File: src/verilog/spi_master_pkg.sv
// Constants and register layout of the serial master port
`default_nettype none
package spi_master_pkg;
   // Register byte offsets
   localparam logic [7:0] OFF_CTRL   = 8'h00;
   localparam logic [7:0] OFF_STATUS = 8'h04;
   localparam logic [7:0] OFF_BUF    = 8'h08;
   localparam logic [7:0] OFF_IRQ    = 8'h0C;
   localparam logic [7:0] OFF_DIR    = 8'h10;
   // port_control_reg fields
   localparam int CTRL_WRITE_COLLISION_FLAG = 7;
   localparam int CTRL_OVF  = 6;
   localparam int CTRL_EN   = 5;
   localparam int CTRL_CKP  = 4;
   localparam int CTRL_MODE = 0;
   // port_status_reg fields
   localparam int STAT_SMP = 7;
   localparam int STAT_CKE = 6;
   localparam int STAT_BF  = 0;
   // peripheral_irq_flags and pin_direction_bits fields
   localparam int IRQ_PORT = 0;
   localparam int DIR_SDI  = 0;
   localparam int DIR_SDO  = 1;
   localparam int DIR_SCK  = 2;
   // Reset values
   localparam logic [7:0] CTRL_RST   = 8'h00;
   localparam logic [7:0] STATUS_RST = 8'h00;
   localparam logic [2:0] DIR_RST    = 3'h7;
   // port_mode_select codes
   localparam logic [3:0] MODE_DIV4  = 4'h0;
   localparam logic [3:0] MODE_DIV16 = 4'h1;
   localparam logic [3:0] MODE_DIV64 = 4'h2;
   localparam logic [3:0] MODE_TMR2  = 4'h3;
   // Half bit periods in pclk cycles for the three divided rates
   localparam int HALF_DIV4  = 2;
   localparam int HALF_DIV16 = 8;
   localparam int HALF_DIV64 = 32;
   // Bits per transfer and clock edges per transfer
   localparam int XFER_BITS  = 8;
   localparam int XFER_EDGES = 2 * XFER_BITS;
endpackage : spi_master_pkg
`default_nettype wire

File: src/verilog/spi_master_port.sv
// Serial master port: APB registers, bit clock, shift engine
//
// How it works
// - Eight bits shift both ways together
// - Shift register moves MSb first
// - Buffer write starts transfer immediately
// - Done: byte to buffer, full and irq
// - Write while busy dropped, collision flag
// - Reading buffer clears full flag
// - Shift register reachable only via buffer
// - Enabled master mode takes over pins
// - Receive-only still samples input line
// - Bit clock Fosc/4, /16, /64, timer/2
// - Clock idle level follows polarity bit
// - Edge select presents data before edge
// - Sample phase picks middle or end
// - Sleep freezes transfer, resumes afterwards
// - Master alone makes the serial clock
// - Mode codes 0000..0011 pick the rates
// - Polarity one idles high, zero low
// - Overflow flag never set as master
//
// The APB interface to the registers and the placing of the registers were decided locally.
`default_nettype none
module spi_master_port
   import spi_master_pkg::*;
#(
   parameter int HALF4  = HALF_DIV4,
   parameter int HALF16 = HALF_DIV16,
   parameter int HALF64 = HALF_DIV64
) (
   input  wire logic        pclk,
   input  wire logic        presetn,
   input  wire logic        psel,
   input  wire logic        penable,
   input  wire logic        pwrite,
   input  wire logic [7:0]  paddr,
   input  wire logic [31:0] pwdata,
   output logic      [31:0] prdata,
   output logic             pready,
   output logic             pslverr,
   input  wire logic        sleep,
   input  wire logic        timer2_pulse,
   input  wire logic        sdi,
   output logic             sdo,
   output logic             sdo_oe,
   output logic             sck,
   output logic             sck_oe,
   output logic             port_irq_flag
);

   // Divider counter must hold every half period
   if (HALF4 < 1 || HALF16 < 1 || HALF64 < 1 || HALF4 > 32 || HALF16 > 32 || HALF64 > 32)
   begin : g_bad_div
      $error("half period parameters must lie in 1..32");
   end

   typedef struct packed {
      logic        busy;
      logic        ph;
      logic [4:0]  edges;
      logic [4:0]  div;
      logic [7:0]  sr;
      logic        samp;
      logic [7:0]  buf_data;
      logic        bf;
      logic        irq;
      logic        write_collision_flag;
      logic        ovf;
      logic        en;
      logic        clock_idle_polarity;
      logic [3:0]  mode;
      logic        input_sample_phase;
      logic        cke;
      logic [2:0]  dir;
      logic [31:0] prdata;
   } state_t;

   state_t q, d;

   logic       acc;
   logic       wr;
   logic       rd;
   logic       master;
   logic       tick;
   logic [4:0] half_lim;
   logic [4:0] e;
   logic       mid;
   logic       shift;
   logic       in_bit;
   logic       mapped;
   logic [7:0] sr_new;

   // Zero wait state slave; unmapped words answer with an error
   assign pready  = 1'b1;
   assign mapped  = (paddr == OFF_CTRL) || (paddr == OFF_STATUS) || (paddr == OFF_BUF) ||
                    (paddr == OFF_IRQ) || (paddr == OFF_DIR);
   assign pslverr = psel & penable & ~mapped;

   // Pin drive; data comes straight from a flip-flop, clock is polarity XOR phase flip-flop
   // MSb stands before first edge
   assign sdo           = q.sr[7];
   assign sck           = q.clock_idle_polarity ^ q.ph;
   assign sdo_oe        = master & ~q.dir[DIR_SDO];
   assign sck_oe        = master & ~q.dir[DIR_SCK];
   assign port_irq_flag = q.irq;
   assign prdata        = q.prdata;

   // Next state: software first, hardware events after so sets win
   always_comb begin
      d        = q;
      acc      = psel & penable & mapped;
      wr       = acc & pwrite;
      rd       = acc & ~pwrite;
      // pins owned in an enabled master mode
      master   = q.en & (q.mode[3:2] == 2'b00);
      // mode code picks the half period
      case (q.mode)
         MODE_DIV4:  half_lim = 5'(HALF4 - 1);
         MODE_DIV16: half_lim = 5'(HALF16 - 1);
         MODE_DIV64: half_lim = 5'(HALF64 - 1);
         default:    half_lim = 5'h00;
      endcase
      // divided rate or one timer pulse per half period
      tick     = q.busy & ~sleep &
                 ((q.mode == MODE_TMR2) ? timer2_pulse : (q.div == half_lim));
      e        = q.edges + 5'h01;
      mid      = q.cke ? e[0] : ~e[0];
      shift    = q.cke ? ~e[0] : ((e[0] && e != 5'h01) || e == 5'(XFER_EDGES));
      // end sampling takes the line at the shift edge itself
      in_bit   = (q.input_sample_phase | mid) ? sdi : q.samp;
      sr_new   = {q.sr[6:0], in_bit};

      // Read data is captured in the setup cycle
      if (psel && !penable && !pwrite) begin
         case (paddr)
            OFF_CTRL:   d.prdata = {24'h000000, q.write_collision_flag, q.ovf, q.en, q.clock_idle_polarity, q.mode};
            OFF_STATUS: d.prdata = {24'h000000, q.input_sample_phase, q.cke, 5'h00, q.bf};
            OFF_BUF:    d.prdata = {24'h000000, q.buf_data};
            OFF_IRQ:    d.prdata = {31'h00000000, q.irq};
            OFF_DIR:    d.prdata = {29'h00000000, q.dir};
            default:    d.prdata = 32'h00000000;
         endcase
      end

      // Register writes
      if (wr) begin
         case (paddr)
            OFF_CTRL: begin
               d.write_collision_flag = pwdata[CTRL_WRITE_COLLISION_FLAG];
               d.en   = pwdata[CTRL_EN];
               d.clock_idle_polarity  = pwdata[CTRL_CKP];
               d.mode = pwdata[CTRL_MODE +: 4];
            end
            OFF_STATUS: begin
               d.input_sample_phase = pwdata[STAT_SMP];
               d.cke = pwdata[STAT_CKE];
            end
            OFF_IRQ: d.irq = pwdata[IRQ_PORT];
            OFF_DIR: d.dir = pwdata[2:0];
            OFF_BUF: begin
               if (q.busy) begin
                  // collision drops the byte and flags it
                  d.write_collision_flag = 1'b1;
               end else begin
                  // the shift register loads only through the buffer
                  d.buf_data = pwdata[7:0];
                  if (master) begin
                     // a write is the only start trigger
                     d.sr    = pwdata[7:0];
                     d.busy  = 1'b1;
                     d.edges = 5'h00;
                     d.div   = 5'h00;
                     d.ph    = 1'b0;
                  end
               end
            end
            default: d.write_collision_flag = q.write_collision_flag;
         endcase
      end

      // buffer read empties the full flag
      if (rd && paddr == OFF_BUF) begin
         d.bf = 1'b0;
      end

      // Divider runs only inside a transfer and holds in sleep
      if (q.busy && !sleep && q.mode != MODE_TMR2) begin
         d.div = tick ? 5'h00 : q.div + 5'h01;
      end

      // every clock edge but the park on disable is made here
      if (tick) begin
         d.ph    = ~q.ph;
         d.edges = e;
         if (mid && !q.input_sample_phase) begin
            d.samp = sdi;
         end
         // MSb leaves first, new bit enters at the bottom
         // sampling ignores whether sdo is driven
         if (shift) begin
            d.sr = sr_new;
         end
         // sixteen edges move eight bits each way
         if (e == 5'(XFER_EDGES)) begin
            // received byte to buffer, flags raised
            d.busy     = 1'b0;
            d.edges    = 5'h00;
            d.ph       = 1'b0;
            d.buf_data = sr_new;
            d.bf       = 1'b1;
            d.irq      = 1'b1;
         end
      end

      // overflow has no source in master operation
      d.ovf = 1'b0;

      // disable aborts the transfer and parks the clock
      if (!q.en) begin
         d.busy  = 1'b0;
         d.edges = 5'h00;
         d.ph    = 1'b0;
         d.div   = 5'h00;
      end
   end

   // State register
   always_ff @(posedge pclk or negedge presetn) begin
      if (!presetn) begin
         q          <= '0;
         q.en       <= CTRL_RST[CTRL_EN];
         q.clock_idle_polarity      <= CTRL_RST[CTRL_CKP];
         q.mode     <= CTRL_RST[3:0];
         q.input_sample_phase      <= STATUS_RST[STAT_SMP];
         q.cke      <= STATUS_RST[STAT_CKE];
         q.dir      <= DIR_RST;
      end else begin
         q <= d;
      end
   end
endmodule : spi_master_port
`default_nettype wire

File: config.mk
export PLATFORM = sky130hd
export DESIGN_NAME = spi_master_port
export DESIGN_NICKNAME = d
export VERILOG_FILES = /design/src/verilog/spi_master_pkg.sv /design/src/verilog/spi_master_port.sv
export SDC_FILE = /design/constraint.sdc
export NUM_CORES = 1
export LEC_CHECK = 0
export ABC_CLOCK_PERIOD_IN_PS = 2500
export BUFFER_PORTS_ARGS = -buffer_cell sky130_fd_sc_hd__buf_4
export CORE_ASPECT_RATIO = 0.7
export CORE_MARGIN = 2
export CORE_UTILIZATION = 53
export DETAILED_ROUTE_END_ITERATION = 10
export PLACE_DENSITY = 0.81
export SLEW_MARGIN = 20
export SYNTH_ARGS = -nofsm -noshare
export SYNTH_HDL_FRONTEND = slang
export SYNTH_SLANG_ARGS = --single-unit
File: constraint.sdc
create_clock -name pclk -period 2.5 [get_ports pclk]
set_input_delay 0.625 -clock pclk [delete_from_list [all_inputs] [get_ports pclk]]
set_output_delay 0.625 -clock pclk [all_outputs]
set_load 0.1 [all_outputs]
==> qor.csv <==
metric,value,unit
status,finished clean,
fin nets,384,
Clock Sinks,51,
Setup-failing EPs final,0,
I/O pin cnt,87,
CP Max Fanout,6,
GRT overflow,0,
Die Area,0.00657,mm²
Synth Register Bits,51,
Gate power share,16.8,%
met1 wire length,3100,µm
Max Freq,0.426,GHz
vias per inst,5.60,
first-pass GRT wire length,10900,µm
Worst Max-Slew Pin Slew,0.645,ns
crit-path leading delay family,simple AND/OR/NAND/NOR gates,
CTS buffer count,5,
antenna cells,0,
"Slew Viols, Final",0,
CP Capture Type,flop,
"FFs w/ async S/R, synth",100,%
switching share of power,31.1,%
CTS tree,done,
sequential-to-total area share from yosys stat,40.7,%
Tcrit/Tclk final,94.0,%
WHS,0.341,ns
Max Buffers Root-to-Sink,2,
Layout Utilization,61.1,%
Synth top area share,38.2,%
Die H,68.4,µm
Rel. slew slack,57.0,%
setup slack after layout,0.151,ns
"Setup Fix Bufs, Post-CTS",0,
WL/cell,16.8,µm
Worst Skew,0.0115,ns
Post-CTS Hold Buffers,0,
mean post-synth cell area,10.4,µm²
CP Cell Sequence,nor4b_2 -> mux2i_1 -> a211oi_1 -> mux2i_1 -> and3b_2 -> mux2_2,
VDD IR max,0.215,mV
number of iterations in the first detailed-routing pass,5,
Reg power frac,49.3,%
library cells used by synthesis,47,
predominant post-synthesis flop cell,dfrtp_1,
Final ANT Viol Nets,0,
root buf cell,clkbuf_8,
worst slack at placement,0.0198,ns
GRT Util Overall,22.2,%
slowest CP cell,dfrtp_1,
CTS H-tree lvls,2,
fillcell total,487,
Core Box Area,0.00573,mm²
critical path's most frequent cell,mux2i_1,
post-route minimum period,2.35,ns
Crit Path Class,flop to flop,
maximum capacitance violations,0,
Worst setup SP type,flop,
Setup TNS,0,ns
routability cong.,0.855,
CP Data Required Time,2.69,ns
Post-DP HPWL,5000,µm
synth warn,0,
Yosys top cell by area,dfrtp_1,
initial antenna violation count,0,
number of synthesized flops with an enable pin,0,
vias,2281,
pwr dens,484,mW/mm²
drc violations,0,
largest net degree at the start of global routing,52,
Leakage,1.70,nW
Starting Density,54.9,%
peak per-stage delay on the critical path,0.49,ns
total power,1.70,mW
"commonest cells after routing, fill and taps aside","48 x dfrtp_1, 46 x buf_4, 39 x mux2_2",
port bufs,37,
met2 wire len,3060,µm
row count,23,
Routed WL,6830,µm
Buf/Inv on CP,0,
crit path DAT,2.54,ns
clock transition at the registers of the reported paths,0.09,ns
layout cells sized above 1,33.4,%
final hold vios,0,
vias in the first global route,2155,
Die Width,96.0,µm
1st-iter DRT viols,244,
RSZ-0062 raised after global routing,false,
clock network power share,33.9,%
"commonest non-fill, non-tap cell in the layout",dfrtp_1,
Top Metal Used,met4,
Switch Pwr,527,µW
Mapped Area,0.00314,mm²
Gate Count Post-Synth,301,
routed length on met3,604,µm
Internal,1.17,mW
clk_lat worst skew,0.31,ns
ranking of synthesized cells by area,"dfrtp_1 38%, mux2_2 14%, buf_4 8.1%, mux2i_1 5.1%, nand2_1 3.0%",
Layout area overhead,11.4,%
worst min path class,primary input to async pin,
[routing by layer]
metal	up-vias	track usage, %
met2	95	35.5
met4	0	5.89
met5	-	0
met1	1102	30.8
li1	1077	-
met3	7	4.85
[area by class of cell]
type	count	area, µm²	area share (%)
Inverter	8	30.0	0.858
Timing Repair Buffer	46	345	9.86
Tap cell	75	93.8	2.68
Clock buffer	5	68.8	1.97
Multi-Input combinational cell	220	1650	47.0
Sequential cell	51	1280	36.6
Clock inverter	2	37.5	1.07
[metrics by stage]
| step | std cells | cell area (µm²) |
|---|---|---|
| floorplan | 324 | 3240 |
| global placement | 399 | 3380 |
| detailed placement | 399 | 3380 |
| CTS | 406 | 3490 |
| global route | 407 | 3500 |
| finish | 407 | 3500 |
[power by group through the flow]
stage          clock (mW)  combinational (mW)  sequential [mW]
2_1_floorplan           0               0.247            0.852
3_3_place_gp            0               0.282            0.852
3_5_place_dp            0               0.284            0.853
4_1_cts             0.581               0.284            0.836
5_1_grt             0.612               0.300            0.838
6_report            0.575               0.284            0.837
[state kept, by name, indices dropped and copies added, names as in the netlist]
name and flops:
port_irq_flag 1, prdata 8, q 41, sdo 1
[worst paths after layout]
kind                                            start               endpoint  slack (ns)  cells past startpoint
min in group pclk               prdata[7]$_DFFE_PN0P_  prdata[7]$_DFFE_PN0P_        0.49                      2
worst max-delay path                q[40]$_DFFE_PN0P_        q[51]$_DFF_PN0_        0.15                      6
max in group asynchronous                     presetn      q[73]$_DFFE_PN0P_        1.74                      1
worst min-delay path                          presetn        q[58]$_DFF_PN0_        0.34                      1
worst min register to register  prdata[7]$_DFFE_PN0P_  prdata[7]$_DFFE_PN0P_        0.49                      2
worst max register to register      q[40]$_DFFE_PN0P_        q[51]$_DFF_PN0_        0.15                      6
[synth_stat cells, drive strengths merged (5+ instances only)]
master  count
dfrtp      48
o41ai       6
inv         8
nor3        6
nand2      25
nor2       20
o21ai       7
xor2        5
clkbuf     12
a21oi      10
buf        34
nand3       7
mux2       40
mux2i      16
[what timing repair did]
item	in CTS	in global routing
gates resized for setup	1	2
gates cloned	0	1
endpoints found under the setup margin	5	7
[cells by family after synthesis]
| logic type | synth area share [%] |
|---|---|
| compound gates | 12.4 |
| xor+xnor | 1.67 |
| fa+ha+maj | 1.59 |
| buf+inv | 10.5 |
| flops | 40.7 |
| mux | 19.6 |
| other cells | 0.239 |
| simple gates | 13.3 |
No activity file was read; power rests on OpenSTA's default activity.
